`src/rtl/node_state_pkg.sv`:
```
// Contract
// (RULE1) master tracks at most sixty-four slave nodes
// (RULE2) four fault words, bit0 lowest node
// (RULE3) fault bit clear healthy, set abnormal
// (RULE4) sixty-four error words, word k node k+1
// (RULE5) code 0 no error, e0 emergency
// (RULE6) e1 pdo length mismatch, e2 pdo missing
// (RULE7) e3 sdo fail, e4 pdo cfg, e5 key
// (RULE8) e6 absent, e7 timeout, e8 duplicate id
// (RULE9) master state 0, f1, f2, f3
// (RULE10) master f4 bus-off, f5 setting error
// (RULE11) master f8 memory, fb tx full, fc rx full
// (RULE12) slave 0, a0 init, a1 preop, a3 download
// (RULE13) slave b0 heartbeat timeout, b1 pdo length
// (RULE14) slave also f4, fb, fc
// (RULE15) heartbeat alarm off: reconnect reads zero
// (RULE16) bit rate in kbit/s, profile version word
// (RULE17) words maintained only while function enabled
// (RULE18) words read-only, follow state live
package node_state_pkg;
    localparam int          NODES         = 64;
    localparam int          CAUSES        = 9;
    localparam logic [11:0] OFS_STATE     = 12'h000;
    localparam logic [11:0] OFS_FLAGS0    = 12'h004;
    localparam logic [11:0] OFS_VERSION   = 12'h014;
    localparam logic [11:0] OFS_RATE      = 12'h018;
    localparam logic [11:0] OFS_IRQ_STAT  = 12'h01c;
    localparam logic [11:0] OFS_IRQ_MASK  = 12'h020;
    localparam logic [11:0] OFS_CODES     = 12'h100;
    localparam logic [11:0] OFS_CODES_END = 12'h1fc;
    localparam logic [1:0]  RESP_OKAY     = 2'h0;
    localparam logic [1:0]  RESP_SLVERR   = 2'h2;
    localparam logic [15:0] CODE_OK = 16'h0000;
    localparam logic [15:0] CODE_E0 = 16'h00e0;
    localparam logic [15:0] CODE_E1 = 16'h00e1;
    localparam logic [15:0] CODE_E2 = 16'h00e2;
    localparam logic [15:0] CODE_E3 = 16'h00e3;
    localparam logic [15:0] CODE_E4 = 16'h00e4;
    localparam logic [15:0] CODE_E5 = 16'h00e5;
    localparam logic [15:0] CODE_E6 = 16'h00e6;
    localparam logic [15:0] CODE_E7 = 16'h00e7;
    localparam logic [15:0] CODE_E8 = 16'h00e8;
    localparam logic [15:0] CODE_F1 = 16'h00f1;
    localparam logic [15:0] CODE_F2 = 16'h00f2;
    localparam logic [15:0] CODE_F3 = 16'h00f3;
    localparam logic [15:0] CODE_F4 = 16'h00f4;
    localparam logic [15:0] CODE_F5 = 16'h00f5;
    localparam logic [15:0] CODE_F8 = 16'h00f8;
    localparam logic [15:0] CODE_FB = 16'h00fb;
    localparam logic [15:0] CODE_FC = 16'h00fc;
    localparam logic [15:0] CODE_A0 = 16'h00a0;
    localparam logic [15:0] CODE_A1 = 16'h00a1;
    localparam logic [15:0] CODE_A3 = 16'h00a3;
    localparam logic [15:0] CODE_B0 = 16'h00b0;
    localparam logic [15:0] CODE_B1 = 16'h00b1;
    localparam logic [6:0]  ADDR_MIN = 7'h01;
    localparam logic [6:0]  ADDR_MAX = 7'h7f;
    // per-node cause bits, index = code low nibble (e0..e8)
    typedef struct packed {
        logic configured;
        logic [CAUSES-1:0] cause;
    } node_cond_t;
    // local conditions for the device itself
    typedef struct packed {
        logic no_slaves;
        logic cfg_loading;
        logic cfg_error;
        logic bus_off;
        logic mem_fault;
        logic tx_full;
        logic rx_full;
        logic initializing;
        logic preop;
        logic hb_timeout;
        logic pdo_len_bad;
    } local_cond_t;
endpackage : node_state_pkg

```
`src/rtl/node_state_report.sv`:
```
// Our own choices: the register offsets and the AXI4-Lite interface to the registers.
`timescale 1ns/1ns
module node_state_report
    import node_state_pkg::*;
(
    // clock and reset
    input  wire logic                    aclk,
    input  wire logic                    aresetn,
    // device state from the protocol engine
    input  wire logic                    fn_enable,
    input  wire logic                    master_role,
    input  wire logic                    hb_alarm_en,
    input  wire logic [6:0]              own_addr,
    input  wire logic [15:0]             bit_rate_kbps,
    input  wire logic [15:0]             profile_ver,
    input  wire local_cond_t             local_cond,
    input  wire node_cond_t [NODES-1:0]  node_cond,
    // axi4-lite write address
    input  wire logic                    s_axi_awvalid,
    output logic                         s_axi_awready,
    input  wire logic [11:0]             s_axi_awaddr,
    // axi4-lite write data
    input  wire logic                    s_axi_wvalid,
    output logic                         s_axi_wready,
    input  wire logic [31:0]             s_axi_wdata,
    input  wire logic [3:0]              s_axi_wstrb,
    // axi4-lite write response
    output logic                         s_axi_bvalid,
    input  wire logic                    s_axi_bready,
    output logic [1:0]                   s_axi_bresp,
    // axi4-lite read address
    input  wire logic                    s_axi_arvalid,
    output logic                         s_axi_arready,
    input  wire logic [11:0]             s_axi_araddr,
    // axi4-lite read data
    output logic                         s_axi_rvalid,
    input  wire logic                    s_axi_rready,
    output logic [31:0]                  s_axi_rdata,
    output logic [1:0]                   s_axi_rresp,
    // interrupt
    output logic                         irq
);

    logic [15:0]       state_r;              // local state word
    logic [15:0]       code_r [NODES];       // per-node error codes
    logic [NODES-1:0]  flag_r;               // fault flags, node k+1 at bit k
    logic [15:0]       rate_r;               // bit-rate word
    logic [15:0]       ver_r;                // profile version word
    logic [2:0]        stat_r;               // sticky: flags, state, codes changed
    logic [2:0]        mask_r;               // interrupt mask
    logic [15:0]       state_nxt;
    logic [NODES-1:0]  flag_nxt;
    logic              code_chg;
    logic              aw_got_r;
    logic              w_got_r;
    logic [11:0]       awaddr_r;
    logic [31:0]       wdata_r;
    logic [3:0]        wstrb_r;

    // per-node code: lowest cause wins, zero when unconfigured or disabled
    function automatic logic [15:0] node_code(input node_cond_t c);
        logic [15:0] v;
        v = CODE_OK;
        if (c.configured) begin
            for (int i = CAUSES - 1; i >= 0; i--) begin
                if (c.cause[i]) begin
                    v = CODE_E0 | 16'(i);                                  // RULE5 RULE6 RULE7 RULE8
                end
            end
        end
        return v;
    endfunction : node_code

    // local state encoder; hardware faults outrank configuration states
    always_comb begin
        state_nxt = CODE_OK;
        if (!fn_enable) begin
            state_nxt = CODE_OK;                                            // RULE17
        end else if (local_cond.mem_fault && master_role) begin
            state_nxt = CODE_F8;                                            // RULE11
        end else if (local_cond.bus_off) begin
            state_nxt = CODE_F4;                                            // RULE10 RULE14
        end else if (local_cond.tx_full) begin
            state_nxt = CODE_FB;                                            // RULE11 RULE14
        end else if (local_cond.rx_full) begin
            state_nxt = CODE_FC;                                            // RULE11 RULE14
        end else if (master_role) begin
            if (own_addr < ADDR_MIN || own_addr > ADDR_MAX) begin
                state_nxt = CODE_F5;                                        // RULE10
            end else if (local_cond.cfg_loading) begin
                state_nxt = CODE_F2;                                        // RULE9
            end else if (local_cond.cfg_error) begin
                state_nxt = CODE_F3;                                        // RULE9
            end else if (local_cond.no_slaves) begin
                state_nxt = CODE_F1;                                        // RULE9
            end
        end else begin
            if (local_cond.initializing) begin
                state_nxt = CODE_A0;                                        // RULE12
            end else if (local_cond.cfg_loading) begin
                state_nxt = CODE_A3;                                        // RULE12
            end else if (local_cond.hb_timeout && hb_alarm_en) begin
                // without the alarm a lost link latches nothing
                state_nxt = CODE_B0;                                        // RULE13 RULE15
            end else if (local_cond.pdo_len_bad) begin
                state_nxt = CODE_B1;                                        // RULE13
            end else if (local_cond.preop) begin
                state_nxt = CODE_A1;                                        // RULE12
            end
        end
    end

    // fault flag: any cause on a configured node, master role only
    always_comb begin
        for (int k = 0; k < NODES; k++) begin
            flag_nxt[k] = fn_enable && master_role && node_cond[k].configured
                          && (|node_cond[k].cause);                         // RULE2 RULE3
        end
    end

    // status words follow the live state every cycle, no acknowledge
    always_ff @(posedge aclk) begin
        if (!aresetn) begin
            state_r <= CODE_OK;
            flag_r  <= '0;
            rate_r  <= 16'h0000;
            ver_r   <= 16'h0000;
        end else begin
            state_r <= state_nxt;                                           // RULE18
            flag_r  <= flag_nxt;                                            // RULE18
            rate_r  <= fn_enable ? bit_rate_kbps : 16'h0000;                // RULE16 RULE17
            ver_r   <= fn_enable ? profile_ver : 16'h0000;                  // RULE16 RULE17
        end
    end

    // one code word per node, node 1 at word 0
    generate
        for (genvar g = 0; g < NODES; g++) begin : g_node
            always_ff @(posedge aclk) begin
                if (!aresetn) begin
                    code_r[g] <= CODE_OK;
                end else if (fn_enable && master_role) begin
                    code_r[g] <= node_code(node_cond[g]);                   // RULE1 RULE4
                end else begin
                    code_r[g] <= CODE_OK;                                   // RULE17
                end
            end
        end
    endgenerate

    // a code change while enabled in master role raises one event
    always_comb begin
        code_chg = 1'b0;
        for (int k = 0; k < NODES; k++) begin
            if (fn_enable && master_role && node_code(node_cond[k]) != code_r[k]) begin
                code_chg = 1'b1;
            end
        end
    end

    // write channel: address and data taken in either order
    always_ff @(posedge aclk) begin
        if (!aresetn) begin
            aw_got_r      <= 1'b0;
            w_got_r       <= 1'b0;
            awaddr_r      <= 12'h000;
            wdata_r       <= 32'h0000_0000;
            wstrb_r       <= 4'h0;
            s_axi_awready <= 1'b1;
            s_axi_wready  <= 1'b1;
            s_axi_bvalid  <= 1'b0;
            s_axi_bresp   <= RESP_OKAY;
        end else begin
            if (s_axi_awvalid && s_axi_awready) begin
                aw_got_r      <= 1'b1;
                awaddr_r      <= s_axi_awaddr;
                s_axi_awready <= 1'b0;
            end
            if (s_axi_wvalid && s_axi_wready) begin
                w_got_r      <= 1'b1;
                wdata_r      <= s_axi_wdata;
                wstrb_r      <= s_axi_wstrb;
                s_axi_wready <= 1'b0;
            end
            if (aw_got_r && w_got_r && !s_axi_bvalid) begin
                s_axi_bvalid <= 1'b1;
                // only the mask takes writes; status words refuse them
                s_axi_bresp  <= (awaddr_r[11:2] == OFS_IRQ_MASK[11:2]) ? RESP_OKAY : RESP_SLVERR;  // RULE18
            end
            if (s_axi_bvalid && s_axi_bready) begin
                s_axi_bvalid  <= 1'b0;
                aw_got_r      <= 1'b0;
                w_got_r       <= 1'b0;
                s_axi_awready <= 1'b1;
                s_axi_wready  <= 1'b1;
            end
        end
    end

    // mask register, low byte lane
    always_ff @(posedge aclk) begin
        if (!aresetn) begin
            mask_r <= 3'h0;
        end else if (aw_got_r && w_got_r && !s_axi_bvalid
                     && awaddr_r[11:2] == OFS_IRQ_MASK[11:2] && wstrb_r[0]) begin
            mask_r <= wdata_r[2:0];
        end
    end

    // read channel, one cycle after address
    always_ff @(posedge aclk) begin
        if (!aresetn) begin
            s_axi_arready <= 1'b1;
            s_axi_rvalid  <= 1'b0;
            s_axi_rdata   <= 32'h0000_0000;
            s_axi_rresp   <= RESP_OKAY;
        end else if (s_axi_arvalid && s_axi_arready) begin
            s_axi_arready <= 1'b0;
            s_axi_rvalid  <= 1'b1;
            s_axi_rresp   <= RESP_OKAY;
            s_axi_rdata   <= 32'h0000_0000;
            if (s_axi_araddr >= OFS_CODES && s_axi_araddr <= OFS_CODES_END) begin
                s_axi_rdata <= {16'h0000, code_r[s_axi_araddr[7:2]]};      // RULE4
            end else begin
                unique case (s_axi_araddr[11:2])
                    OFS_STATE[11:2]:    s_axi_rdata <= {16'h0000, state_r};
                    OFS_FLAGS0[11:2]:   s_axi_rdata <= {16'h0000, flag_r[15:0]};   // RULE2
                    10'h002:            s_axi_rdata <= {16'h0000, flag_r[31:16]};
                    10'h003:            s_axi_rdata <= {16'h0000, flag_r[47:32]};
                    10'h004:            s_axi_rdata <= {16'h0000, flag_r[63:48]};
                    OFS_VERSION[11:2]:  s_axi_rdata <= {16'h0000, ver_r};
                    OFS_RATE[11:2]:     s_axi_rdata <= {16'h0000, rate_r};
                    OFS_IRQ_STAT[11:2]: s_axi_rdata <= {29'h0, stat_r};
                    OFS_IRQ_MASK[11:2]: s_axi_rdata <= {29'h0, mask_r};
                    default:            s_axi_rresp <= RESP_SLVERR;
                endcase
            end
        end else if (s_axi_rvalid && s_axi_rready) begin
            s_axi_rvalid  <= 1'b0;
            s_axi_arready <= 1'b1;
        end
    end

    // sticky events; a new event beats the clear-on-read
    always_ff @(posedge aclk) begin
        if (!aresetn) begin
            stat_r <= 3'h0;
            irq    <= 1'b0;
        end else begin
            logic [2:0] ev;
            logic [2:0] nx;
            ev = {code_chg, state_nxt != state_r, flag_nxt != flag_r};
            nx = stat_r;
            if (s_axi_arvalid && s_axi_arready && s_axi_araddr[11:2] == OFS_IRQ_STAT[11:2]) begin
                nx = 3'h0;
            end
            nx     = nx | ev;
            stat_r <= nx;
            irq    <= |(nx & mask_r);
        end
    end

    // the node 1 fault bit and a nonzero node 1 code agree in every cycle
    property p_flag_code;
        @(posedge aclk) disable iff (!aresetn)
        (flag_r[0] == (code_r[0] != CODE_OK));
    endproperty
    a_flag_code: assert property (p_flag_code) else $error("flag and code disagree");  // RULE3

    property p_e0;
        @(posedge aclk) disable iff (!aresetn)
        (fn_enable && master_role && node_cond[0].configured && node_cond[0].cause[0]) |=> code_r[0] == CODE_E0;
    endproperty
    a_e0: assert property (p_e0) else $error("emergency not reported as e0");  // RULE5

    property p_unconf;
        @(posedge aclk) disable iff (!aresetn)
        !node_cond[5].configured |=> code_r[5] == CODE_OK;
    endproperty
    a_unconf: assert property (p_unconf) else $error("unconfigured node code nonzero");  // RULE5

    property p_disabled;
        @(posedge aclk) disable iff (!aresetn)
        !fn_enable |=> state_r == CODE_OK && flag_r == '0 && rate_r == 16'h0000;
    endproperty
    a_disabled: assert property (p_disabled) else $error("words live while disabled");  // RULE17

    property p_busoff;
        @(posedge aclk) disable iff (!aresetn)
        (fn_enable && local_cond.bus_off && !(master_role && local_cond.mem_fault)) |=> state_r == CODE_F4;
    endproperty
    a_busoff: assert property (p_busoff) else $error("bus-off not f4");  // RULE10

    property p_hb_off;
        @(posedge aclk) disable iff (!aresetn)
        (!hb_alarm_en && !master_role) |=> state_r != CODE_B0;
    endproperty
    a_hb_off: assert property (p_hb_off) else $error("b0 with alarm disabled");  // RULE15

    property p_rate;
        @(posedge aclk) disable iff (!aresetn)
        fn_enable |=> rate_r == $past(bit_rate_kbps);
    endproperty
    a_rate: assert property (p_rate) else $error("bit rate word stale");  // RULE16

    property p_bad_addr;
        @(posedge aclk) disable iff (!aresetn)
        (fn_enable && master_role && own_addr == 7'h00 && !local_cond.bus_off && !local_cond.tx_full
         && !local_cond.rx_full && !local_cond.mem_fault) |=> state_r == CODE_F5;
    endproperty
    a_bad_addr: assert property (p_bad_addr) else $error("bad address not f5");  // RULE10

    property p_ro;
        @(posedge aclk) disable iff (!aresetn)
        (aw_got_r && w_got_r && !s_axi_bvalid && awaddr_r == OFS_STATE) |=> s_axi_bresp == RESP_SLVERR;
    endproperty
    a_ro: assert property (p_ro) else $error("status write accepted");  // RULE18

endmodule : node_state_report

```
`config.mk`:
```
export PLATFORM = sky130hd
export DESIGN_NAME = node_state_report
export DESIGN_NICKNAME = d
export VERILOG_FILES = /design/src/rtl/node_state_pkg.sv /design/src/rtl/node_state_report.sv
export SDC_FILE = /design/constraint.sdc
export NUM_CORES = 2
export LEC_CHECK = 0
export ABC_AREA = 1
export BUFFER_PORTS_ARGS = -buffer_cell sky130_fd_sc_hd__buf_2
export CAP_MARGIN = 20
export CORE_AREA = 8 8 308 310
export CTS_CLUSTER_SIZE = 14
export DETAILED_ROUTE_END_ITERATION = 16
export DIE_AREA = 0 0 316 318
export SYNTH_ARGS = -nofsm -noshare
export SYNTH_HDL_FRONTEND = slang
export SYNTH_SLANG_ARGS = --single-unit
export TNS_END_PERCENT = 20
```
`constraint.sdc`:
```
create_clock -name aclk -period 4.4 [get_ports aclk]
set_input_delay 0.88 -clock aclk [delete_from_list [all_inputs] [get_ports aclk]]
set_output_delay 0.88 -clock aclk [all_outputs]
set_load 0.01 [all_outputs]
```
=== After elaboration in Yosys (flattened, before gate mapping) ===
Memories as Yosys holds them, arrays and structs flattened.
Index checks and enable logic that the tools add are counted.
W data, S select, Z words.

* Order comparisons: 4
* Eq/ne operators: 75
* Mux-type cells: 993
* Bitwise gates (word level): 131
* Reductions and logical operators: 278

{| class="wikitable"
|+ Operator list
! kind !! count
|-
| $mux W16 || 838
|-
| $ne A16 B16 Y1 || 65
|-
| $mux W8 || 74
|-
| $reduce_or A9 Y1 || 65
|-
| $logic_and A1 B1 Y1 || 206
|-
| $pmux W16 S9 || 1
|-
| $or A1 B1 Y1 || 128
|-
| $mux W1 || 75
|-
| $ne A64 B64 Y1 || 1
|-
| $eq A10 B3 Y1 const B || 4
|-
| $eq A10 B2 Y1 const B || 2
|-
| $eq A10 B4 Y1 const B || 2
|-
| $ge A12 B9 Y1 const B || 1
|-
| $le A12 B9 Y1 const B || 1
|-
| $eq A10 B1 Y1 const B || 1
|-
| $logic_not A10 Y1 || 1
|-
| $gt A7 B7 Y1 const B || 1
|-
| $lt A7 B1 Y1 const B || 1
|-
| $mux W2 || 3
|-
| $mux W3 || 2
|-
| $and A3 B3 Y3 || 1
|-
| $or A3 B3 Y3 || 1
|-
| $reduce_or A3 Y1 || 1
|-
| $reduce_and A2 Y1 || 1
|-
| other kinds (5) || 5
|}

* Register bits: 178
* Bits in writable memories: 1024
* Input bits: 760
* Output and inout bits: 42
* Word-level logic and storage cells: 1502
* Memories: 1

{| class="wikitable"
|+ Memories
! memory !! depth !! bits a word !! read ports !! clocked after Yosys merged registers in !! write ports !! line !! text
|-
| code_r || 64 || 16 || 65 || 0 || 64 || node_state_report.sv:45 || <nowiki>logic [15:0] code_r [NODES];</nowiki>
|}

=== Depth between registers and ports, before layout ===
* Depth in word-level cells: 79
* Depth in mapped cells: 22

=== Worst setup path after synthesis ===
No wires, ideal clock.

* Kind: input to register
* Start point: input port node_cond[103] in the netlist's numbering
* End point: register irq
* Library setup time: 112 ps
* Data arrival time: 2219 ps
* Required time: 4288 ps
* Path slack: 2069 ps
* Cell stages on the path: 20
* Buffers on the path: 0
* Cell sequence: nor2_1 > inv_1 > nor2_2 > nand2_1 > nand2_1 > nand2_1 > nor2_1 > nand2_1 > nor2_1 > nand2_1 > nor2_1 > nand2_1 > nor2_2 > nand2_1 > nor2_1 > nand2_1 > nand2_1 > nand2_2 > nand2_1 > nand2_1

* Cells in the longest elaborated chain, start to end: 64

{| class="wikitable"
|+ RTL lines
! item !! line !! text
|-
| start, declared || node_state_report.sv:17 || <nowiki>input wire node_cond_t [NODES-1:0] node_cond,</nowiki>
|-
| $mux W16 (4 in a row) || node_state_report.sv:66 || <nowiki>if (c.cause[i]) begin</nowiki>
|-
| $mux W16 || node_state_report.sv:64 || <nowiki>if (c.configured) begin</nowiki>
|-
| $ne A16 B16 Y1 || node_state_report.sv:155 || <nowiki>if (fn_enable && master_role && node_code(node_cond[k]) != code_r[k]) begin</nowiki>
|-
| $logic_and A1 B1 Y1 || node_state_report.sv:155 ||
|-
| $mux W1 (54 in a row) || node_state_report.sv:155 ||
|-
| $or A3 B3 Y3 (*) || node_state_report.sv:257 || <nowiki>nx = nx | ev;</nowiki>
|-
| $and A3 B3 Y3 (*) || node_state_report.sv:259 || <nowiki>irq <= |(nx & mask_r);</nowiki>
|-
| $reduce_or A3 Y1 (*) || node_state_report.sv:259 ||
|-
| end signal, assigned || node_state_report.sv:259 ||
|-
| end, declared || node_state_report.sv:41 || <nowiki>output logic irq</nowiki>
|}

Mark *: on every way between the ends. The rest lies on a longest branch, timed or not.
A chain may end at the register's enable or synchronous reset.

=== Worst setup path in the final report ===
* Start point: input port s_axi_araddr[2]
* End point: register s_axi_rdata[3]

* Cells in the longest elaborated chain, start to end: 3

{| class="wikitable"
|+ RTL lines
! item !! line !! text
|-
| start, declared || node_state_report.sv:34 || <nowiki>input wire logic [11:0] s_axi_araddr,</nowiki>
|-
| $ge A12 B9 Y1 (tied with other cells) || node_state_report.sv:222 || <nowiki>if (s_axi_araddr >= OFS_CODES && s_axi_araddr <= OFS_CODES_END) begin</nowiki>
|-
| $logic_and A1 B1 Y1 or $pmux W16 S9 (tied branches) || node_state_report.sv:222, node_state_report.sv:225 ||
|-
| $mux W16 (*) || node_state_report.sv:222 ||
|-
| end signal, assigned || node_state_report.sv:223 || <nowiki>s_axi_rdata <= {16'h0000, code_r[s_axi_araddr[7:2]]};</nowiki>
|-
| end signal, assigned || node_state_report.sv:226 || <nowiki>OFS_STATE[11:2]: s_axi_rdata <= {16'h0000, state_r};</nowiki>
|-
| end signal, assigned || node_state_report.sv:227 || <nowiki>OFS_FLAGS0[11:2]: s_axi_rdata <= {16'h0000, flag_r[15:0]};</nowiki>
|-
| end, declared || node_state_report.sv:38 || <nowiki>output logic [31:0] s_axi_rdata,</nowiki>
|}

Marked as above.

==> results.md <==
* CP bufs+invs at 4
* Yosys reg bits at 469
* Root buffer cell: clkbuf_16
* Clk_lat worst skew at 0.64 ns
* Hold_buf cts at 0
* Total track usage at 0.269
* Worst IR Drop VDD at 0.000293 V
* Gpl congestion at 0.927
* Post-Synthesis Cell Area at 34300 um2
* Initial DRC Count at 3159
* Fmax at 0.332 GHz
* Critical path type: in -> reg
* CP Data Required Time at 4.92 ns
* Final hold violation count at 0
* Most frequent cell after synthesis: nand2_1
* Cells after Synth at 5425
* TritonCTS clock tree: done
* Via Count at 37500
* Lkg Pwr at 21.6 nW
* CP top delay family: buffers and inverters
* Critical path, cell by cell: buf_2 > inv_2 > nor2_4 > inv_2 > buf_12 > o21ai_0 > o21ai_0 > nand4_1 > a21oi_1 > o22ai_1 > nand2_1 > a21oi_1
* Die width at 316 um
* Most frequent cells after synthesis: nand2_1 (1566), nor2_1 (1057), inv_1 (856)
* Pre-antenna DRT Iters at 8
* Clock buffer depth at 3
* Vias in the first global route at 35300
* RSZ-0062 raised after global routing: false
* PwrDens at 289 nW/um2
* Total wire length at 142 mm
* Post-synth top area cell: edfxtp_1
* H-tree depth at 2
* Delay of the slowest critical-path stage at 0.53 ns
* Minimum clock period at 3.01 ns
* Antenna-violating nets left at 0
* Syn avg cell area at 6.32 um2
* Starting Density at 0.383
* Post-synthesis cell type count at 54
* Post-CTS sizing at 0
* Share of cells above drive strength 1 at 0.160
* Post-CTS setup buffers at 0
* Final #Nets at 7244
* # DRC at 0
* Dominant cells by area after synthesis: edfxtp_1 (28%), nand2_1 (17%), nor2_1 (12%), inv_1 (9.4%), dfxtp_1 (8.7%)
* Global-route wire length before repair at 207 mm
* Die area at 100000 um2
* Main synth FF type: edfxtp_1
* Worst Setup End Kind: flip-flop
* Slew margin rel. at 0.438
* Maxcap violations at 0
* Setup violators final at 0
* Crit path arrival time at 3.53 ns
* Area growth, synth to finish at 24.5%
* WL/cell at 18.4 um
* Largest net degree at the start of global routing at 115
* Max Slew Vio Count at 0
* Dpl hpwl at 118 mm
* Post-synth top area share at 0.280
* Clk sinks at 469
* Port Buffers at 749
* Gr ovfl total at 0
* Number of flops mapped to enable cells by yosys at 320
* Status: complete, no violations
* Initial antenna violation count at 35
* # rows at 110
* Die Ht at 318 um
* Worst Path Max Fanout at 28
* Setup TNS at 0 ns
* Core Util, Final at 0.477
* Type of the worst min-delay path: reg -> reg
* Total CTS buffers at 57
* Vias per inst at 4.85
* Actual slew at the worst max-slew pin at 0.843 ns
* CORE AREA at 89600 um2
* Setup Skew at 0.0382 ns
* Seq/Total Area, Yosys at 0.367
* Share of flip-flops with an asynchronous set or reset at 0
* Io pins at 802
* Place WS at 0.843 ns
* Clk pin slew, worst setup/hold paths at 0.06 ns
* Yosys warning total at 0
* Fin crit share at 0.685
* Slowest cell on crit path: inv_2
* Setup crit start kind: input port
* Setup WS post-layout at 1.39 ns
[state kept, by name, summed over array words and instances (netlist names)]
name and flops:
code_r 320, flag_r 64, rate_r 16, s_axi_rdata 16, ver_r 16, awaddr_r 10, state_r 7, mask_r 3
stat_r 3, wdata_r 3, aw_got_r 1, irq 1, s_axi_arready 1, s_axi_awready 1, s_axi_bresp 1, s_axi_bvalid 1
s_axi_rresp 1, s_axi_rvalid 1, s_axi_wready 1, w_got_r 1, wstrb_r 1
[layout make-up]
type	instances	area, um2
fillers	9511	46900
multi-input cells	4275	19100
flip-flops and latches	469	12600
repair buffers	788	4150
inverters	893	3360
clock buffers	78	1700
well taps	1176	1470
clock inverters	30	304
diodes	24	60.1
[kinds of logic after synthesis]
logic type,synth area share
AO/OA/AOI/OAI,0.0971
flip-flops,0.367
AND/OR/NAND/NOR,0.404
other,0.000219
multiplexers,0.000292
XOR/XNOR,0.0166
buffers and inverters,0.114
[where the power goes]
group / switching [mW] / internal, mW
Clock: 2.07 / 3.00
Sequential: 0.136 / 4.93
Combinational: 1.44 / 0.749
[cells in the final DEF, fill, tap and decap left out, drive strengths merged, types with 77 or more instances in the layout]
cell type / netlist / final
nand2: 1582 / 1582
nor2: 1159 / 1159
o22ai: 82 / 82
dfxtp: 149 / 149
o21ai: 247 / 247
edfxtp: 320 / 320
inv: 891 / 893
clkbuf: 85 / 78
buf: 39 / 788
nand3: 361 / 361
conb: 2 / 338
a21oi: 103 / 103
nand3b: 77 / 77
[layer usage]
metal,track usage,up-vias,part of all wire
met2,0.461,1348,0.47
met1,0.333,16900,0.41
met4,0.0940,14,0.037
met3,0.0559,248,0.078
met5,0,-,0.00061
li1,-,18900,-
[worst register-to-register path, delay by kind of cell, from the launching register on]
kind | cells | cell delay (ns)
DFF | 1 | 0.36
buffers and inverters | 1 | 0.07
and+or+nand+nor | 16 | 1.98
[per-stage QoR]
step / area (um2) / instances / total power, mW / hold WS [ns]
finish: 42700 / 7733 / 12.3 / 0.452
global route: 42700 / 7717 / 12.8 / 0.447
CTS: 42700 / 7709 / 12.4 / 0.420
detailed placement: 40700 / 7601 / 7.32 / 0.436
global placement: 40700 / 7601 / 7.29 / 0.443
floorplan: 35600 / 5761 / 6.32 / 0.418
[final timing paths]
| kind | from | endpoint | slack (ns) | cells past startpoint |
|---|---|---|---|---|
| max | s_axi_araddr[2] | s_axi_rdata[3]$_SDFFE_PN0P_ | 1.39 | 12 |
| min reg2reg | awaddr_r[7]$_SDFFE_PN0P_ | awaddr_r[7]$_SDFFE_PN0P_ | 0.45 | 2 |
| max reg2reg | code_r[7][2]$_SDFFCE_PP0P_ | irq$_SDFF_PN0_ | 1.88 | 17 |
| min | awaddr_r[7]$_SDFFE_PN0P_ | awaddr_r[7]$_SDFFE_PN0P_ | 0.45 | 2 |
Note: power is estimated with default switching activity, not from simulation.
